===== src/verilog/pwehc_pkg.sv =====
// Package: register map, field layout and types of the posted-write error and host control bank
package pwehc_pkg;

    // ==========================================================
    // Register byte offsets
    localparam logic [7:0] PWEHC_OFS_FAIL_LOW = 8'h38;
    localparam logic [7:0] PWEHC_OFS_FAIL_HIGH = 8'h3c;
    localparam logic [7:0] PWEHC_OFS_ORG_ID = 8'h40;
    localparam logic [7:0] PWEHC_OFS_FLAGS_SET = 8'h50;
    localparam logic [7:0] PWEHC_OFS_FLAGS_CLR = 8'h54;
    localparam logic [7:0] PWEHC_OFS_IRQ_STATUS = 8'h60;
    localparam logic [7:0] PWEHC_OFS_IRQ_CLEAR = 8'h64;
    localparam logic [7:0] PWEHC_OFS_IRQ_ENABLE = 8'h68;

    // ==========================================================
    // Field layout of the high capture register
    localparam int PWEHC_HI_OFS_LSB = 0;
    localparam int PWEHC_HI_OFS_MSB = 15;
    localparam int PWEHC_HI_NODE_LSB = 16;
    localparam int PWEHC_HI_NODE_MSB = 21;
    localparam int PWEHC_HI_BUS_LSB = 22;
    localparam int PWEHC_HI_BUS_MSB = 31;

    // ==========================================================
    // Host flag access masks
    localparam logic [31:0] PWEHC_FLAG_SET_MASK = 32'he04f_0000;
    localparam logic [31:0] PWEHC_FLAG_CLR_MASK = 32'h604f_0000;
    localparam logic [31:0] PWEHC_FLAG_UPD_MASK = 32'h8001_0000;
    localparam int PWEHC_FLAG_BIT_ENH = 23;
    localparam logic [31:0] PWEHC_FLAG_RESET = 32'h0080_0000;

    // Arbitrary neutral identity value
    localparam logic [31:0] PWEHC_ORG_ID_VALUE = 32'h0000_a5a5;

    // Interrupt bit positions
    localparam int PWEHC_IRQ_BIT_FAIL = 0;
    localparam logic [31:0] PWEHC_IRQ_MASK = 32'h0000_0001;

    // AXI responses
    localparam logic [1:0] PWEHC_RESP_OKAY = 2'b00;
    localparam logic [1:0] PWEHC_RESP_SLVERR = 2'b10;

    // ==========================================================
    // Carrier types
    typedef struct packed {
        logic [47:0] dest_offset;
        logic [9:0] bus_num;
        logic [5:0] node_num;
    } pwehc_fail_t;

    typedef struct packed {
        logic valid;
        logic [31:0] value;
    } pwehc_upd_t;

endpackage


===== src/verilog/pwehc_regs.sv =====
// Posted-write error capture, organisation identifier and host control flag registers
//
// Added by the designer: the AXI4-Lite register port.
`timescale 1ns/1ps
`default_nettype none
// Behaviour
// - A failed posted write captures its error information into both capture registers.
// - Low capture register holds destination offset bits 31..0.
// - High capture register bits 15..0 hold destination offset bits 47..32.
// - High bits 31..22 bus number, 21..16 node number of requester.
// - Capture registers at 38h and 3Ch are read-only, hardware updated.
// - Identifier at 40h returns a fixed value; writes are ignored.
// - Host flags set at 50h, cleared at 54h.
// - Per-bit access: 31 RSU, 30,29,22,19,18,17 RSC, 16 RSCU, others RO.
// - Flag bit 23 resets to 1 unless loaded from configuration memory.
module pwehc_regs (
    input wire logic aclk, // Register clock
    input wire logic aresetn, // Synchronous reset, active low
    input wire logic [7:0] s_axi_awaddr, // Write address
    input wire logic s_axi_awvalid, // Write address valid
    output logic s_axi_awready, // Write address ready
    input wire logic [31:0] s_axi_wdata, // Write data
    input wire logic [3:0] s_axi_wstrb, // Write byte strobes
    input wire logic s_axi_wvalid, // Write data valid
    output logic s_axi_wready, // Write data ready
    output logic [1:0] s_axi_bresp, // Write response
    output logic s_axi_bvalid, // Write response valid
    input wire logic s_axi_bready, // Write response ready
    input wire logic [7:0] s_axi_araddr, // Read address
    input wire logic s_axi_arvalid, // Read address valid
    output logic s_axi_arready, // Read address ready
    output logic [31:0] s_axi_rdata, // Read data
    output logic [1:0] s_axi_rresp, // Read response
    output logic s_axi_rvalid, // Read data valid
    input wire logic s_axi_rready, // Read data ready
    input wire logic fail_valid, // Posted write failure pulse
    input wire pwehc_pkg::pwehc_fail_t fail_info, // Failed request details
    input wire pwehc_pkg::pwehc_upd_t flag_update, // Hardware update of U bits
    input wire logic cfg_load_valid, // Configuration memory load pulse
    input wire logic cfg_enh_value, // Loaded value of bit 23
    output logic [31:0] host_flags, // Current host flags
    output logic irq // Level interrupt
);
    import pwehc_pkg::*;

    // ==========================================================
    // State
    logic aw_got_ff, nxt_aw_got;
    logic w_got_ff, nxt_w_got;
    logic [7:0] awaddr_ff, nxt_awaddr;
    logic [31:0] wdata_ff, nxt_wdata;
    logic [3:0] wstrb_ff, nxt_wstrb;
    logic bvalid_ff, nxt_bvalid;
    logic [1:0] bresp_ff, nxt_bresp;
    logic rvalid_ff, nxt_rvalid;
    logic [1:0] rresp_ff, nxt_rresp;
    logic [31:0] rdata_ff, nxt_rdata;
    logic [31:0] cap_low_ff, nxt_cap_low;
    logic [31:0] cap_high_ff, nxt_cap_high;
    logic [31:0] flags_ff, nxt_flags;
    logic [31:0] irq_stat_ff, nxt_irq_stat;
    logic [31:0] irq_en_ff, nxt_irq_en;
    logic irq_ff, nxt_irq;
    logic awready_ff, nxt_awready;
    logic wready_ff, nxt_wready;
    logic arready_ff, nxt_arready;
    logic [31:0] wmask;
    logic wr_fire;
    logic wr_hit;
    logic [31:0] rd_val;
    logic rd_hit;

    always_comb begin
        for (int i = 0; i < 4; i++) begin
            wmask[i*8 +: 8] = {8{wstrb_ff[i]}};
        end
    end

    // ==========================================================
    // Write channel: address and data accepted in either order
    assign wr_fire = aw_got_ff && w_got_ff && !bvalid_ff;

    always_comb begin
        nxt_aw_got = aw_got_ff;
        nxt_w_got = w_got_ff;
        nxt_awaddr = awaddr_ff;
        nxt_wdata = wdata_ff;
        nxt_wstrb = wstrb_ff;
        nxt_bvalid = bvalid_ff;
        nxt_bresp = bresp_ff;
        wr_hit = 1'b0;
        unique case (awaddr_ff)
            PWEHC_OFS_FAIL_LOW, PWEHC_OFS_FAIL_HIGH, PWEHC_OFS_ORG_ID, PWEHC_OFS_FLAGS_SET,
            PWEHC_OFS_FLAGS_CLR, PWEHC_OFS_IRQ_STATUS, PWEHC_OFS_IRQ_CLEAR,
            PWEHC_OFS_IRQ_ENABLE: wr_hit = 1'b1;
            default: wr_hit = 1'b0;
        endcase
        if (s_axi_awvalid && s_axi_awready) begin
            nxt_aw_got = 1'b1;
            nxt_awaddr = s_axi_awaddr;
        end
        if (s_axi_wvalid && s_axi_wready) begin
            nxt_w_got = 1'b1;
            nxt_wdata = s_axi_wdata;
            nxt_wstrb = s_axi_wstrb;
        end
        if (wr_fire) begin
            nxt_aw_got = 1'b0;
            nxt_w_got = 1'b0;
            nxt_bvalid = 1'b1;
            nxt_bresp = wr_hit ? PWEHC_RESP_OKAY : PWEHC_RESP_SLVERR;
        end
        if (bvalid_ff && s_axi_bready) begin
            nxt_bvalid = 1'b0;
        end
        // Registered readies: no path from aresetn or valid straight to a port
        nxt_awready = !nxt_aw_got && !nxt_bvalid;
        nxt_wready = !nxt_w_got && !nxt_bvalid;
    end

    // ==========================================================
    // Capture registers
    always_comb begin
        nxt_cap_low = cap_low_ff;
        nxt_cap_high = cap_high_ff;
        if (fail_valid) begin
            nxt_cap_low = fail_info.dest_offset[31:0];
            nxt_cap_high[PWEHC_HI_OFS_MSB:PWEHC_HI_OFS_LSB] = fail_info.dest_offset[47:32];
            nxt_cap_high[PWEHC_HI_BUS_MSB:PWEHC_HI_BUS_LSB] = fail_info.bus_num;
            nxt_cap_high[PWEHC_HI_NODE_MSB:PWEHC_HI_NODE_LSB] = fail_info.node_num;
        end
    end

    // ==========================================================
    // Host flags and interrupt registers
    always_comb begin
        nxt_flags = flags_ff;
        nxt_irq_stat = irq_stat_ff;
        nxt_irq_en = irq_en_ff;
        // Software first, hardware after so its update wins a same-cycle race
        if (wr_fire) begin
            unique case (awaddr_ff)
                PWEHC_OFS_FLAGS_SET: nxt_flags = flags_ff | (wdata_ff & wmask & PWEHC_FLAG_SET_MASK);
                PWEHC_OFS_FLAGS_CLR: nxt_flags = flags_ff & ~(wdata_ff & wmask & PWEHC_FLAG_CLR_MASK);
                PWEHC_OFS_IRQ_CLEAR: nxt_irq_stat = irq_stat_ff & ~(wdata_ff & wmask);
                PWEHC_OFS_IRQ_ENABLE: nxt_irq_en = ((irq_en_ff & ~wmask) | (wdata_ff & wmask)) & PWEHC_IRQ_MASK;
                default: nxt_flags = flags_ff;
            endcase
        end
        if (flag_update.valid) begin
            nxt_flags = (nxt_flags & ~PWEHC_FLAG_UPD_MASK) | (flag_update.value & PWEHC_FLAG_UPD_MASK);
        end
        if (cfg_load_valid) begin
            nxt_flags[PWEHC_FLAG_BIT_ENH] = cfg_enh_value;
        end
        if (fail_valid) begin
            nxt_irq_stat[PWEHC_IRQ_BIT_FAIL] = 1'b1;
        end
        nxt_irq = |(nxt_irq_stat & nxt_irq_en);
    end

    // ==========================================================
    // Read channel
    always_comb begin
        rd_hit = 1'b1;
        unique case (s_axi_araddr)
            PWEHC_OFS_FAIL_LOW: rd_val = cap_low_ff;
            PWEHC_OFS_FAIL_HIGH: rd_val = cap_high_ff;
            PWEHC_OFS_ORG_ID: rd_val = PWEHC_ORG_ID_VALUE;
            PWEHC_OFS_FLAGS_SET: rd_val = flags_ff;
            PWEHC_OFS_FLAGS_CLR: rd_val = flags_ff;
            PWEHC_OFS_IRQ_STATUS: rd_val = irq_stat_ff;
            PWEHC_OFS_IRQ_ENABLE: rd_val = irq_en_ff;
            default: begin
                rd_val = 32'h0000_0000;
                rd_hit = 1'b0;
            end
        endcase
        nxt_rvalid = rvalid_ff;
        nxt_rdata = rdata_ff;
        nxt_rresp = rresp_ff;
        if (s_axi_arvalid && s_axi_arready) begin
            nxt_rvalid = 1'b1;
            nxt_rdata = rd_val;
            nxt_rresp = rd_hit ? PWEHC_RESP_OKAY : PWEHC_RESP_SLVERR;
        end else if (rvalid_ff && s_axi_rready) begin
            nxt_rvalid = 1'b0;
        end
        nxt_arready = !nxt_rvalid;
    end

    // ==========================================================
    // Registers
    always_ff @(posedge aclk) begin
        if (!aresetn) begin
            aw_got_ff <= 1'b0;
            w_got_ff <= 1'b0;
            awaddr_ff <= 8'h00;
            wdata_ff <= 32'h0000_0000;
            wstrb_ff <= 4'h0;
            bvalid_ff <= 1'b0;
            bresp_ff <= 2'h0;
            rvalid_ff <= 1'b0;
            rresp_ff <= 2'h0;
            rdata_ff <= 32'h0000_0000;
            // Capture contents are undefined after reset; zero keeps simulation clean
            cap_low_ff <= 32'h0000_0000;
            cap_high_ff <= 32'h0000_0000;
            flags_ff <= PWEHC_FLAG_RESET;
            irq_stat_ff <= 32'h0000_0000;
            irq_en_ff <= 32'h0000_0000;
            irq_ff <= 1'b0;
            awready_ff <= 1'b0;
            wready_ff <= 1'b0;
            arready_ff <= 1'b0;
        end else begin
            aw_got_ff <= nxt_aw_got;
            w_got_ff <= nxt_w_got;
            awaddr_ff <= nxt_awaddr;
            wdata_ff <= nxt_wdata;
            wstrb_ff <= nxt_wstrb;
            bvalid_ff <= nxt_bvalid;
            bresp_ff <= nxt_bresp;
            rvalid_ff <= nxt_rvalid;
            rresp_ff <= nxt_rresp;
            rdata_ff <= nxt_rdata;
            cap_low_ff <= nxt_cap_low;
            cap_high_ff <= nxt_cap_high;
            flags_ff <= nxt_flags;
            irq_stat_ff <= nxt_irq_stat;
            irq_en_ff <= nxt_irq_en;
            irq_ff <= nxt_irq;
            awready_ff <= nxt_awready;
            wready_ff <= nxt_wready;
            arready_ff <= nxt_arready;
        end
    end

    // Ready terms are flop outputs: one write and one read at a time
    assign s_axi_awready = awready_ff;
    assign s_axi_wready = wready_ff;
    assign s_axi_arready = arready_ff;
    assign s_axi_bvalid = bvalid_ff;
    assign s_axi_bresp = bresp_ff;
    assign s_axi_rvalid = rvalid_ff;
    assign s_axi_rdata = rdata_ff;
    assign s_axi_rresp = rresp_ff;
    assign host_flags = flags_ff;
    assign irq = irq_ff;

endmodule
`default_nettype wire


===== config.mk =====
export PLATFORM = sky130hd
export DESIGN_NAME = pwehc_regs
export DESIGN_NICKNAME = d
export VERILOG_FILES = /design/src/verilog/pwehc_pkg.sv /design/src/verilog/pwehc_regs.sv
export SDC_FILE = /design/constraint.sdc
export NUM_CORES = 1
export LEC_CHECK = 0
export ABC_AREA = 1
export BUFFER_PORTS_ARGS = -buffer_cell sky130_fd_sc_hd__buf_2
export CORE_AREA = 10 10 158 160
export CTS_BUF_LIST = sky130_fd_sc_hd__clkbuf_8
export DETAILED_ROUTE_END_ITERATION = 10
export DIE_AREA = 0 0 168 170
export MAX_ROUTING_LAYER = met4
export PLACE_DENSITY = 0.76
export SETUP_SLACK_MARGIN = 0.4
export SYNTH_ARGS = -nofsm -noshare
export SYNTH_HDL_FRONTEND = slang
export SYNTH_SLANG_ARGS = --single-unit
export TNS_END_PERCENT = 10

===== constraint.sdc =====
create_clock -name aclk -period 2.1 [get_ports aclk]
set_input_delay 0.105 -clock aclk [delete_from_list [all_inputs] [get_ports aclk]]
set_output_delay 0.105 -clock aclk [all_outputs]
set_load 0.1 [all_outputs]

=== Yosys cells after proc, flatten, opt, wreduce, memory -nomap -nowiden ===
Index checks and enable logic that the tools add are counted.

* $add $sub $neg: 0
* Multipliers: 0
* Divide/modulo/power cells: 0
* $lt $le $gt $ge: 0
* Equality and inequality tests: 15
* Shift-type cells: 0
* Multiplexer cells: 22
* Bitwise logic cells: 11
* Reduce and logical (&&, ||, !) cells: 21

{| class="wikitable"
|+ Operator list
! operator !! count
|-
| $mux W32 || 6
|-
| $pmux W32 S6 || 1
|-
| $and A32 B32 Y32 || 4
|-
| $eq A8 B7 Y1 const B || 11
|-
| $pmux W32 S2 || 1
|-
| $eq A8 B6 Y1 const B || 4
|-
| $not A31 Y32 || 1
|-
| $not A32 Y32 || 1
|-
| $or A31 B32 Y32 || 1
|-
| $or A32 B32 Y32 || 1
|-
| $reduce_or A32 Y1 || 1
|-
| $mux W1 || 12
|-
| $logic_and A1 B1 Y1 || 9
|-
| $reduce_or A8 Y1 || 1
|-
| $reduce_or A7 Y1 || 1
|-
| $logic_not A1 Y1 || 5
|-
| $mux W2 || 2
|-
| $reduce_bool A3 Y1 || 1
|-
| $reduce_and A2 Y1 || 1
|-
| $reduce_bool A2 Y1 || 1
|-
| $reduce_or A2 Y1 || 1
|-
| $and A1 B1 Y1 || 1
|-
| $not A1 Y1 || 1
|-
| $or A1 B1 Y1 || 1
|}

* Register bits: 248
* Bits in latches: 0
* RAM bits: 0
* ROM bits: 0
* Output and inout bits: 74
* Memories kept: 0

=== Depth between registers and ports, before layout ===
Gate-level depths: netlist (run 1).

* Depth after elaboration: 8
* Mapped depth: 14

=== Least setup slack after synthesis (run 1) ===
OpenSTA, ideal clock, no wires.

* Kind: reg2reg
* Start point: reg bvalid_ff, in the netlist s_axi_bvalid
* End point: reg irq_ff, in the netlist irq
* Library setup time: 70 ps
* Arrival: 2,112 ps
* Setup slack: -82 ps
* Stages on the path, launching flop included: 12
* Buffers on the path: 1
* Period minus slack after synthesis: 2,182 ps
* Path through: dfxtp_1 -> inv_1 -> nand3_1 -> clkbuf_1 -> nor2_1 -> a21oi_1 -> nand3_1 -> nand2_1 -> nor2_1 -> nand2_1 -> nor2_1 -> a21oi_1

* Word-level cells in the longest chain between the ends: 6
* Elaborated cells on any way between the ends: 7
* Classes of those cells: mux (3); bitwise (1); reduce/logical (3)

{| class="wikitable"
|+ Ends and longest elaborated chain
! element !! line !! text
|-
| start, declared || pwehc_regs.sv:53 || <nowiki>logic bvalid_ff, nxt_bvalid;</nowiki>
|-
| start signal, assigned || pwehc_regs.sv:222 || <nowiki>bvalid_ff <= nxt_bvalid;</nowiki>
|-
| $logic_not A1 Y1 * || pwehc_regs.sv:81 || <nowiki>assign wr_fire = aw_got_ff && w_got_ff && !bvalid_ff;</nowiki>
|-
| $logic_and A1 B1 Y1 * || pwehc_regs.sv:81 ||
|-
| $mux W32 || pwehc_regs.sv:141 || <nowiki>if (wr_fire) begin</nowiki>
|-
| $mux W1 || pwehc_regs.sv:156 || <nowiki>if (fail_valid) begin</nowiki>
|-
| $and A32 B32 Y32 * || pwehc_regs.sv:159 || <nowiki>nxt_irq = |(nxt_irq_stat & nxt_irq_en);</nowiki>
|-
| $reduce_or A32 Y1 * || pwehc_regs.sv:159 ||
|-
| end signal, assigned || pwehc_regs.sv:232 || <nowiki>irq_ff <= nxt_irq;</nowiki>
|-
| end, declared || pwehc_regs.sv:63 || <nowiki>logic irq_ff, nxt_irq;</nowiki>
|}

Every way passes the cells marked *; elsewhere a longest branch is shown, timed or not.
A chain may end at the register's enable or synchronous reset.

=== Final worst setup path (run 1) ===
* Start point: reg awaddr_ff[3]
* End point: reg irq_ff, in the netlist irq

* Word-level cells in the longest chain between the ends: 6
* Elaborated cells on any way between the ends: 9
* Classes of those cells: eq/ne (2); mux (5); bitwise (1); reduce/logical (1)

{| class="wikitable"
|+ Ends and longest elaborated chain
! element !! line !! text
|-
| start, declared || pwehc_regs.sv:50 || <nowiki>logic [7:0] awaddr_ff, nxt_awaddr;</nowiki>
|-
| start signal, assigned || pwehc_regs.sv:219 || <nowiki>awaddr_ff <= nxt_awaddr;</nowiki>
|-
| $eq A8 B7 Y1 || pwehc_regs.sv:142 || <nowiki>unique case (awaddr_ff)</nowiki>
|-
| $mux W32 || pwehc_regs.sv:142 ||
|-
| $mux W32 || pwehc_regs.sv:141 ||
|-
| $mux W1 || pwehc_regs.sv:156 ||
|-
| $and A32 B32 Y32 * || pwehc_regs.sv:159 ||
|-
| $reduce_or A32 Y1 * || pwehc_regs.sv:159 ||
|}

Marks and branches as above.

==> results of run 1 <==
layer usage:
layer / vias to the layer above / track usage [%] / wire length [um]
met5: - / - / 0
met1: 4343 / 27.7 / 14200
met2: 384 / 31.0 / 13500
met3: 52 / 4.31 / 2380
li1: 4854 / - / -
met4: 0 / 6.70 / 565
worst paths after layout:
check,start,endpoint
max,awaddr_ff[3],irq
min reg2reg,w_got_ff,s_axi_wready
max reg2reg,awaddr_ff[3],irq
min,s_axi_araddr[5],s_axi_rresp[1]
metrics by stage:
step | total power [W] | worst slack (ns) | hold WS [ns]
floorplan | 0.00525 | 0.261 | 0.205
global placement | 0.00547 | 0.276 | 0.305
detailed placement | 0.00549 | 0.234 | 0.310
CTS | 0.00977 | 0.338 | 0.0220
global route | 0.0102 | 0.169 | 0.0760
finish | 0.00976 | 0.331 | 0.0353
power by group through the flow:
stage | combinational (W) | sequential (W) | clock (W)
finish | 0.00114 | 0.00449 | 0.00413
floorplan | 0.000608 | 0.00464 | 0
global route | 0.00124 | 0.00450 | 0.00441
detailed placement | 0.000916 | 0.00457 | 0
global placement | 0.000905 | 0.00456 | 0
CTS | 0.00110 | 0.00448 | 0.00419
cell type report:
type | count | area, um2 | share of cell area [%]
antenna | 2 | 5.00 | 0.0390
clock buffer | 49 | 674 | 5.25
clock inverter | 21 | 144 | 1.12
inverter | 127 | 480 | 3.74
multi-input combinational | 917 | 4140 | 32.3
sequential | 223 | 4480 | 34.9
tap | 280 | 350 | 2.73
timing repair buffer | 339 | 2560 | 20.0
state kept, by name (all words and copies together) (netlist names), 4 cells and up:
| signal | flops |
|---|---|
| awaddr_ff | 8 |
| wdata_ff | 32 |
| wstrb_ff | 4 |
| irq_en_ff | 32 |
| cap_low_ff | 32 |
| irq_stat_ff | 32 |
| cap_high_ff | 32 |
| host_flags | 9 |
| s_axi_rdata | 32 |
what timing repair did:
action,in CTS,in global routing
endpoints found under the setup margin,4,8
pin swaps,3,8
hold endpoints to repair,117,0
gates resized for setup,19,18
hold buffers,118,0
buffers inserted,3,5
cloned,1,2
cell usage in the layout (no fill, tap or decap), drive strengths merged:
master / synthesis / routed
nand2: 260 / 260
dlygate4sd3: 0 / 118
conb: 1 / 25
nand3: 42 / 42
clkinv: 1 / 4
bufinv: 0 / 2
inv: 126 / 141
clkbuf: 52 / 51
o2111ai: 2 / 2
nand3b: 3 / 3
a31oi: 3 / 3
o211ai: 4 / 4
o21ai: 167 / 167
buf: 43 / 219
dfxtp: 223 / 223
a21oi: 109 / 109
nor3: 15 / 15
nor2: 257 / 257
nor4: 5 / 5
a22oi: 1 / 1
o22ai: 9 / 9
nand4: 14 / 14
clkinvlp: 0 / 1
a21boi: 1 / 1
diode: 0 / 2
worst max-delay path, stage by stage, from the launching register on:
cell and delay [ns]:
dfxtp_1 0.42, nand2_1 0.11, nor2_2 0.18, nand3_4 0.13, buf_12 0.18, nand2_1 0.08, inv_1 0.04, nand2_1 0.06
nand2_1 0.05, nor2_1 0.13, nand2_1 0.08, nor2_1 0.10, a21oi_1 0.07
cell families (layout without fill, tap and decap cells):
family | after synthesis | in the layout | share of synthesized area [%]
DFF | 223 | 223 | 47.5
and+or+nand+nor | 596 | 596 | 25.9
buffers and inverters | 222 | 536 | 10.4
other | 1 | 27 | 0.0399
AOI/OAI and AO/OA | 296 | 296 | 16.2
==> results.sh, run 1 <==
export IMPL_drt_pass1_iter_count=7
export IMPL_first_global_vias=9337
export IMPL_antenna_found_initial=1
export IMPL_die_w_um=168
export IMPL_drc=0
export IMPL_hp_class="input port to flip-flop"
export IMPL_setup_tns_ns=0
export IMPL_p_sw_share_pct=26.8
export IMPL_yosysMostFrequentCell="nand2_1"
export IMPL_arrival_ns=2.17
export IMPL_die_h_um=170
export IMPL_power_leakage_nw=5.77
export IMPL_final_area_um2=12800
export IMPL_grt_pass1_wl_mm=48.2
export IMPL_cp_required_ns=2.50
export IMPL_cts_root_buffer="clkbuf_8"
export IMPL_finClkSkew_ns=0.0270
export IMPL_ant_nets=0
export IMPL_synthArstFlopShare_pct=0
export IMPL_grt_usage_pct=20.8
export IMPL_io_pin_count=233
export IMPL_fmax_ghz=0.565
export IMPL_utilization_pct=59.2
export IMPL_ys_warn_count=0
export IMPL_p_int_w=0.00715
export IMPL_reg2reg_depth=12
export IMPL_synth_top_area_share_pct=47.5
export IMPL_irDropWorstVdd_v=0.000465
export IMPL_min_period_ns=1.77
export IMPL_port_buffers=177
export IMPL_synthTopCellsByCount="257 x nand2_1, 253 x nor2_1, 223 x dfxtp_1"
export IMPL_h_tree_depth=2
export IMPL_wl_per_cell_um=15.6
export IMPL_cp_start_kind="flip-flop"
export IMPL_power_share_clock_pct=42.3
export IMPL_p_comb_share_pct=11.7
export IMPL_worstMarginPinSlew_ns=0.538
export IMPL_clk_pin_slew_worst_paths_ns=0.06
export IMPL_gp_congestion=0.863
export IMPL_final_cell_count_no_fill=1958
export IMPL_setup_viol=0
export IMPL_rsz0062_at_grt="true"
export IMPL_cp_end_kind="flip-flop"
export IMPL_synth_seq_cells=223
export IMPL_cts_tree="done"
export IMPL_fin_crit_sh_pct=84.3
export IMPL_vias=9633
export IMPL_yosysUniqueCellTypes=35
export IMPL_area_delta_synth_final_pct=36.7
export IMPL_cp_max_fo=17
export IMPL_seq_area_frac_synth_pct=47.5
export IMPL_core_um2=21700
export IMPL_synth_edf_count=0
export IMPL_vias_per_cell=4.92
export IMPL_p_per_area_nw_per_um2=760
export IMPL_final_layout_size_suffix_gt1_share_pct=19.5
export IMPL_grt_overflow_total=0
export IMPL_grt_max_degree=88
export IMPL_dp_hpwl_mm=20.1
export IMPL_status="complete, no violations"
export IMPL_finalNetCount=1806
export IMPL_fp_row_count=54
export IMPL_cap_viol_max_count=0
export IMPL_dpl_cell_area_um2=10600
export IMPL_critPathKind="flip-flop to flip-flop"
export IMPL_nFillCells=1942
export IMPL_rrSetupSlack_ns=0.33
export IMPL_pwr_share_seq_pct=46.0
export IMPL_synth_area_leaders="dfxtp_1 48%, nand2_1 10%, nor2_1 10%"
export IMPL_fp_dieArea_um2=28600
export IMPL_cts_buffers=39
export IMPL_synth_avg_cell_area_um2=7.02
export IMPL_power_switching_w=0.00261
export IMPL_postSynthCellCount=1338
export IMPL_cts_sinks=223
export IMPL_final_max_slew_viol_count=0
export IMPL_min_delay_path_depth=5
export IMPL_drt_initial_drc_count=764
export IMPL_slew_headroom_pct=64.1
export IMPL_placed_cells=1757
export IMPL_start_util_pct=43.3
export IMPL_synth_main_ff_cell="dfxtp_1"
export IMPL_totalWireLength_mm=30.6
export IMPL_hold_viol=0
export IMPL_clk_insertion_delay_late_ns=0.54
export IMPL_yosys_area_top_type="dfxtp_1"
export IMPL_syn_area_um2=9390
export IMPL_clockBufferDepth=3
Power figures use the tool's default switching activity.
==> run 2, diff against run 1 <==
--- a/config.mk
+++ b/config.mk
@@ -5,12 +5,12 @@
 export SDC_FILE = /design/constraint.sdc
 export NUM_CORES = 1
 export LEC_CHECK = 0
-export ABC_AREA = 1
+export ABC_AREA = 0
 export BUFFER_PORTS_ARGS = -buffer_cell sky130_fd_sc_hd__buf_2
-export CORE_AREA = 10 10 158 160
+export CORE_AREA = 10 10 157 159
 export CTS_BUF_LIST = sky130_fd_sc_hd__clkbuf_8
 export DETAILED_ROUTE_END_ITERATION = 10
-export DIE_AREA = 0 0 168 170
+export DIE_AREA = 0 0 167 169
 export MAX_ROUTING_LAYER = met4
 export PLACE_DENSITY = 0.76
 export SETUP_SLACK_MARGIN = 0.4
==> constraint.sdc (replaced) <==
create_clock -name aclk -period 1.67 [get_ports aclk]
set_input_delay 0.0835 -clock aclk [delete_from_list [all_inputs] [get_ports aclk]]
set_output_delay 0.0835 -clock aclk [all_outputs]
set_load 0.1 [all_outputs]
==> results.sh, run 2 <==
export IMPL_most_common_layout_cells="200 x dfxtp_1, 166 x nand2_1, 124 x buf_2"
export IMPL_clockBufferDepth=3
export IMPL_totalWireLength_mm=32.0
export IMPL_synthArstFlopShare_pct=0
export IMPL_die_h_um=169
export IMPL_cts_root_buffer="clkbuf_8"
export IMPL_dp_hpwl_mm=20.8
export IMPL_syn_area_um2=9360
export IMPL_min_period_ns=2.41
export IMPL_final_common_cell="dfxtp_1"
export IMPL_ys_warn_count=0
export IMPL_reg2reg_depth=8
export IMPL_cp_cell_sequence="or4b_4 -> nor3_4 -> buf_12 -> a31oi_1 -> a2111oi_2 -> nand4_1 -> o31a_1 -> o31a_1"
export IMPL_setup_viol=23
export IMPL_vias_per_cell=5.21
export IMPL_fin_crit_sh_pct=144
export IMPL_antenna_found_initial=0
export IMPL_synth_top_area_share_pct=47.7
export IMPL_power_switching_w=0.00353
export IMPL_cp_required_ns=2.10
export IMPL_synth_seq_cells=223
export IMPL_rsz0062_at_grt="true"
export IMPL_finClkSkew_ns=0.0268
export IMPL_min_from="aresetn"
export IMPL_clk_insertion_delay_late_ns=0.54
export IMPL_fp_dieArea_um2=28200
export IMPL_io_pin_count=233
export IMPL_holdPathEnd="host_flags[23]"
export IMPL_reg2reg_to="irq"
export IMPL_cp_start_kind="flip-flop"
export IMPL_synth_main_ff_cell="dfxtp_1"
export IMPL_cts_sinks=223
export IMPL_cp_end_kind="flip-flop"
export IMPL_slowest_stage="or4b_4"
export IMPL_postSynthCellCount=998
export IMPL_reg2reg_from="awaddr_ff[1]"
export IMPL_cts_tree="done"
export IMPL_hold_viol=0
export IMPL_start_util_pct=43.4
export IMPL_p_comb_share_pct=15.6
export IMPL_synth_avg_cell_area_um2=9.37
export IMPL_area_delta_synth_final_pct=50.8
export IMPL_vias=8715
export IMPL_hold_worst_slack_ns=0.0312
export IMPL_grt_max_degree=95
export IMPL_fp_row_count=54
export IMPL_port_buffers=177
export IMPL_min_delay_path_depth=3
export IMPL_cp_max_fo=12
export IMPL_power_leakage_nw=6.23
export IMPL_power_share_clock_pct=40.6
export IMPL_core_um2=21600
export IMPL_slew_headroom_pct=66.0
export IMPL_cap_viol_max_count=0
export IMPL_power_w=0.0129
export IMPL_status="complete, but fails checks"
export IMPL_p_int_w=0.00941
export IMPL_rrSetupSlack_ns=-0.74
export IMPL_grt_pass1_wl_mm=49.5
export IMPL_critPathKind="flip-flop to flip-flop"
export IMPL_clk_pin_slew_worst_paths_ns=0.06
export IMPL_pwr_share_seq_pct=43.9
export IMPL_h_tree_depth=2
export IMPL_p_sw_share_pct=27.3
export IMPL_n_antenna_cell=0
export IMPL_synth_edf_count=0
export IMPL_grt_usage_pct=21.9
export IMPL_worstMarginPinSlew_ns=0.510
export IMPL_drt_initial_drc_count=777
export IMPL_drt_pass1_iter_count=7
export IMPL_finalNetCount=1525
export IMPL_max_stage_delay_ns=0.58
export IMPL_critPathTopFamily="compound AO/OA/AOI/OAI gates"
export IMPL_violations="negative setup slack"
export IMPL_yosys_area_top_type="dfxtp_1"
export IMPL_arrival_ns=2.83
export IMPL_yosysMostFrequentCell="dfxtp_1"
export IMPL_dpl_cell_area_um2=11100
export IMPL_wl_per_cell_um=19.2
export IMPL_hp_class="input port to flip-flop"
export IMPL_cp_common_cell="o31a_1"
export IMPL_first_global_vias=8840
export IMPL_ant_nets=0
export IMPL_yosysUniqueCellTypes=47
export IMPL_grt_overflow_total=0
export IMPL_drc=0
export IMPL_synthTopCellsByCount="223 x dfxtp_1, 167 x nand2_1, 76 x nor2b_1"
export IMPL_cts_buffers=37
export IMPL_seq_area_frac_synth_pct=47.7
export IMPL_fmax_ghz=0.415
export IMPL_die_w_um=167
export IMPL_gp_congestion=0.953
export IMPL_final_layout_size_suffix_gt1_share_pct=33.3
export IMPL_final_max_slew_viol_count=0
export IMPL_crit_buf_inv=1
export IMPL_synth_area_leaders="dfxtp_1 48%, mux2i_1 7.1%, nand2_1 6.7%"
export IMPL_final_area_um2=14100
export IMPL_irDropWorstVdd_v=0.000462
export IMPL_p_per_area_nw_per_um2=918
export IMPL_fin_ws_ns=-0.737
run 2: tightest hold or removal path, cell delays in order:
cell and delay, ns:
buf_4 0.14, buf_12 0.18, nand2_1 0.09
run 2: final cells by class:
type	count	area, um2
fill	1647	7450
tap	280	350
clock buffer	56	771
clock inverter	10	68.8
sequential	223	4500
multi-input combinational	694	4880
timing repair buffer	403	3500
inverter	7	26.3
run 2: cell families (layout without fill, tap and decap cells):
logic type	after synthesis	count (layout)	synth area share [%]
AND/OR/NAND/NOR	377	377	20.4
buffers and inverters	105	476	5.28
flip-flops	223	223	47.7
AO/OA/AOI/OAI	193	193	15.5
adder cells (fa/ha/maj)	1	1	0.107
multiplexers	98	98	10.9
other	1	25	0.0401
run 2: worst max-delay path by stage:
| stage | startpoint | endpoint | slack [ns] | depth (start not counted) |
|---|---|---|---|---|
| finish | awaddr_ff[1] | irq | -0.74 | 8 |
| global route | awaddr_ff[1] | irq | -0.85 | 8 |
| CTS | awaddr_ff[1] | irq | -0.74 | 8 |
| detailed placement | awaddr_ff[1] | irq | -0.83 | 8 |
| global placement | awaddr_ff[1] | irq | -0.79 | 8 |
| floorplan | awaddr_ff[1] | irq | -0.71 | 8 |
run 2: power groups by stage:
stage	Sequential, W	Combinational, W	Clock [W]
after floorplan	0.00609	0.000848	0
after global placement	0.00574	0.00162	0
after detailed placement	0.00576	0.00163	0
after CTS	0.00566	0.00193	0.00533
after global routing	0.00569	0.00213	0.00555
final	0.00568	0.00202	0.00525
run 2: timing repair:
item,in CTS,in global routing
hold buffers,117,0
endpoints found under the hold margin,117,0
gates resized for setup,165,72
setup endpoints to repair,150,135
buffers inserted,8,4
pin swaps,46,60
run 2: through the flow:
stage	util [%]	setup slack (ns)	TNS [ns]	cells
CTS	63.9	-0.743	-2.51	1669
detailed placement	51.7	-0.829	-9.28	1478
global placement	51.7	-0.790	-8.94	1478
global route	65.4	-0.851	-5.89	1673
floorplan	-	-0.706	-13.62	1022
finish	65.4	-0.737	-3.63	1673
run 2: routing by layer:
| layer | track usage (%) | up-vias | wire [um] |
|---|---|---|---|
| met1 | 28.3 | 4093 | 14100 |
| li1 | - | 4237 | - |
| met5 | - | - | 0 |
| met2 | 35.0 | 333 | 15300 |
| met4 | 5.54 | 0 | 593 |
| met3 | 3.87 | 52 | 2100 |
==> run 3, diff against run 2 <==
--- a/config.mk
+++ b/config.mk
@@ -12,7 +12,7 @@
 export DETAILED_ROUTE_END_ITERATION = 10
 export DIE_AREA = 0 0 167 169
 export MAX_ROUTING_LAYER = met4
-export PLACE_DENSITY = 0.76
+export PLACE_DENSITY = 0.67
 export SETUP_SLACK_MARGIN = 0.4
 export SYNTH_ARGS = -nofsm -noshare
 export SYNTH_HDL_FRONTEND = slang
==> results.sh, run 3 (synthesis gave the netlist of run 2 again) <==
export IMPL_clockBufferDepth=3
export IMPL_hp_class="input port to flip-flop"
export IMPL_antenna_found_initial=0
export IMPL_ant_nets=0
export IMPL_io_pin_count=233
export IMPL_start_util_pct=43.4
export IMPL_clk_insertion_delay_late_ns=0.53
export IMPL_cp_max_fo=7
export IMPL_n_antenna_cell=0
export IMPL_final_cell_count_no_fill=1668
export IMPL_grt_max_degree=86
export IMPL_area_delta_synth_final_pct=50.1
export IMPL_cts_buffers=39
export IMPL_min_delay_path_depth=4
export IMPL_port_buffers=177
export IMPL_irDropWorstVdd_v=0.000583
export IMPL_first_global_vias=8553
export IMPL_wl_per_cell_um=17.9
export IMPL_final_layout_size_suffix_gt1_share_pct=33.4
export IMPL_hold_worst_slack_ns=0.0523
export IMPL_placed_cells=1475
export IMPL_violations="negative setup slack"
export IMPL_finalNetCount=1524
export IMPL_cts_tree="done"
export IMPL_holdPathEnd="host_flags[23]"
export IMPL_reg2reg_to="irq"
export IMPL_cp_start_kind="flip-flop"
export IMPL_core_um2=21600
export IMPL_rrSetupSlack_ns=-0.75
export IMPL_totalWireLength_mm=29.9
export IMPL_finClkSkew_ns=0.0273
export IMPL_reg2reg_depth=8
export IMPL_cp_required_ns=2.09
export IMPL_setup_viol=28
export IMPL_fin_ws_ns=-0.753
export IMPL_fin_crit_sh_pct=145
export IMPL_hold_viol=0
export IMPL_vias=8609
export IMPL_arrival_ns=2.85
export IMPL_p_per_area_nw_per_um2=892
export IMPL_power_leakage_nw=6.16
export IMPL_power_w=0.0125
export IMPL_cp_end_kind="flip-flop"
export IMPL_drt_initial_drc_count=665
export IMPL_clk_pin_slew_worst_paths_ns=0.06
export IMPL_grt_usage_pct=20.7
export IMPL_cts_sinks=223
export IMPL_grt_pass1_wl_mm=47.0
export IMPL_dp_hpwl_mm=20.7
export IMPL_gp_congestion=0.932
export IMPL_critPathKind="flip-flop to flip-flop"
export IMPL_nFillCells=1685
export IMPL_final_common_cell="dfxtp_1"
export IMPL_fp_dieArea_um2=28200
export IMPL_die_h_um=169
export IMPL_min_period_ns=2.42
export IMPL_min_from="cfg_load_valid"
export IMPL_grt_overflow_total=0
export IMPL_rsz0062_at_grt="true"
export IMPL_drc=0
export IMPL_setup_tns_ns=-3.43
export IMPL_die_w_um=167
export IMPL_drt_pass1_iter_count=9
export IMPL_fmax_ghz=0.413
export IMPL_cap_viol_max_count=0
export IMPL_final_max_slew_viol_count=0
export IMPL_reg2reg_from="awaddr_ff[1]"
export IMPL_h_tree_depth=2
export IMPL_most_common_layout_cells="204 x dfxtp_1, 166 x nand2_1, 125 x buf_2"
export IMPL_status="complete, but fails checks"
export IMPL_vias_per_cell=5.16
export IMPL_fp_row_count=54
export IMPL_cts_root_buffer="clkbuf_8"
-- run 3: cell types whose count changed in the layout (fill, tap and decap cells not counted), sizes merged --
cell         change
clkbuf           -8
buf              -4
inv              +4
clkinv           +3
clkinvlp         -1
dlygate4sd3      +1
-- run 3: per-layer routing --
metal / track usage (%) / vias up / routed length [um]
met5: - / - / 0
met4: 4.70 / 0 / 471
met3: 4.15 / 43 / 1990
met2: 32.2 / 306 / 13700
met1: 27.3 / 4023 / 13700
li1: - / 4237 / -
-- run 3: power breakdown --
| part | total (W) | switching (W) | internal, W |
|---|---|---|---|
| combinational | 0.00199 | 0.00119 | 0.000803 |
| clock | 0.00486 | 0.00214 | 0.00272 |
| sequential | 0.00567 | 0.000147 | 0.00553 |
| total | 0.0125 | 0.00347 | 0.00905 |
-- run 3: stage by stage --
stage	area [um2]	utilization, %	setup WS [ns]
6_report	14000	65.2	-0.753
5_1_grt	14000	65.2	-0.895
4_1_cts	13700	63.5	-0.830
3_5_place_dp	11200	51.8	-0.851
3_3_place_gp	11200	51.8	-0.823
2_1_floorplan	9560	-	-0.706
-- run 3: worst max path at each step --
stage                 startpoint  endpoint  cells past startpoint
floorplan           awaddr_ff[1]       irq                      8
global placement    awaddr_ff[1]       irq                      8
detailed placement  awaddr_ff[1]       irq                      8
CTS                 awaddr_ff[1]       irq                      8
global route        awaddr_ff[1]       irq                      8
finish              awaddr_ff[1]       irq                      8
-- run 3: repair_timing --
action / 4_1_cts / 5_1_grt
pin swaps: 39 / 58
gates resized for setup: 154 / 85
setup endpoints to repair: 146 / 163
hold endpoints to repair: 134 / 0
hold buffers: 118 / 0
buffers inserted: 7 / 4
-- run 3: layout make-up --
cell class              instances  area, um2  area share [%]
inverters                       7       26.3           0.187
well taps                     280        350            2.49
repair buffers                400       3530            25.1
flip-flops and latches        223       4500            32.0
multi-input cells             694       4890            34.8
clock buffers                  48        661            4.70
clock inverters                16       91.3           0.650
-- run 3: worst max-delay path, stage by stage (launching register included) --
cell,delay (ns)
dfxtp_2,0.32
or4b_4,0.58
nor3_4,0.28
buf_4,0.19
a31oi_1,0.10
a2111oi_2,0.22
nand4_1,0.14
o31a_1,0.26
o31a_1,0.23
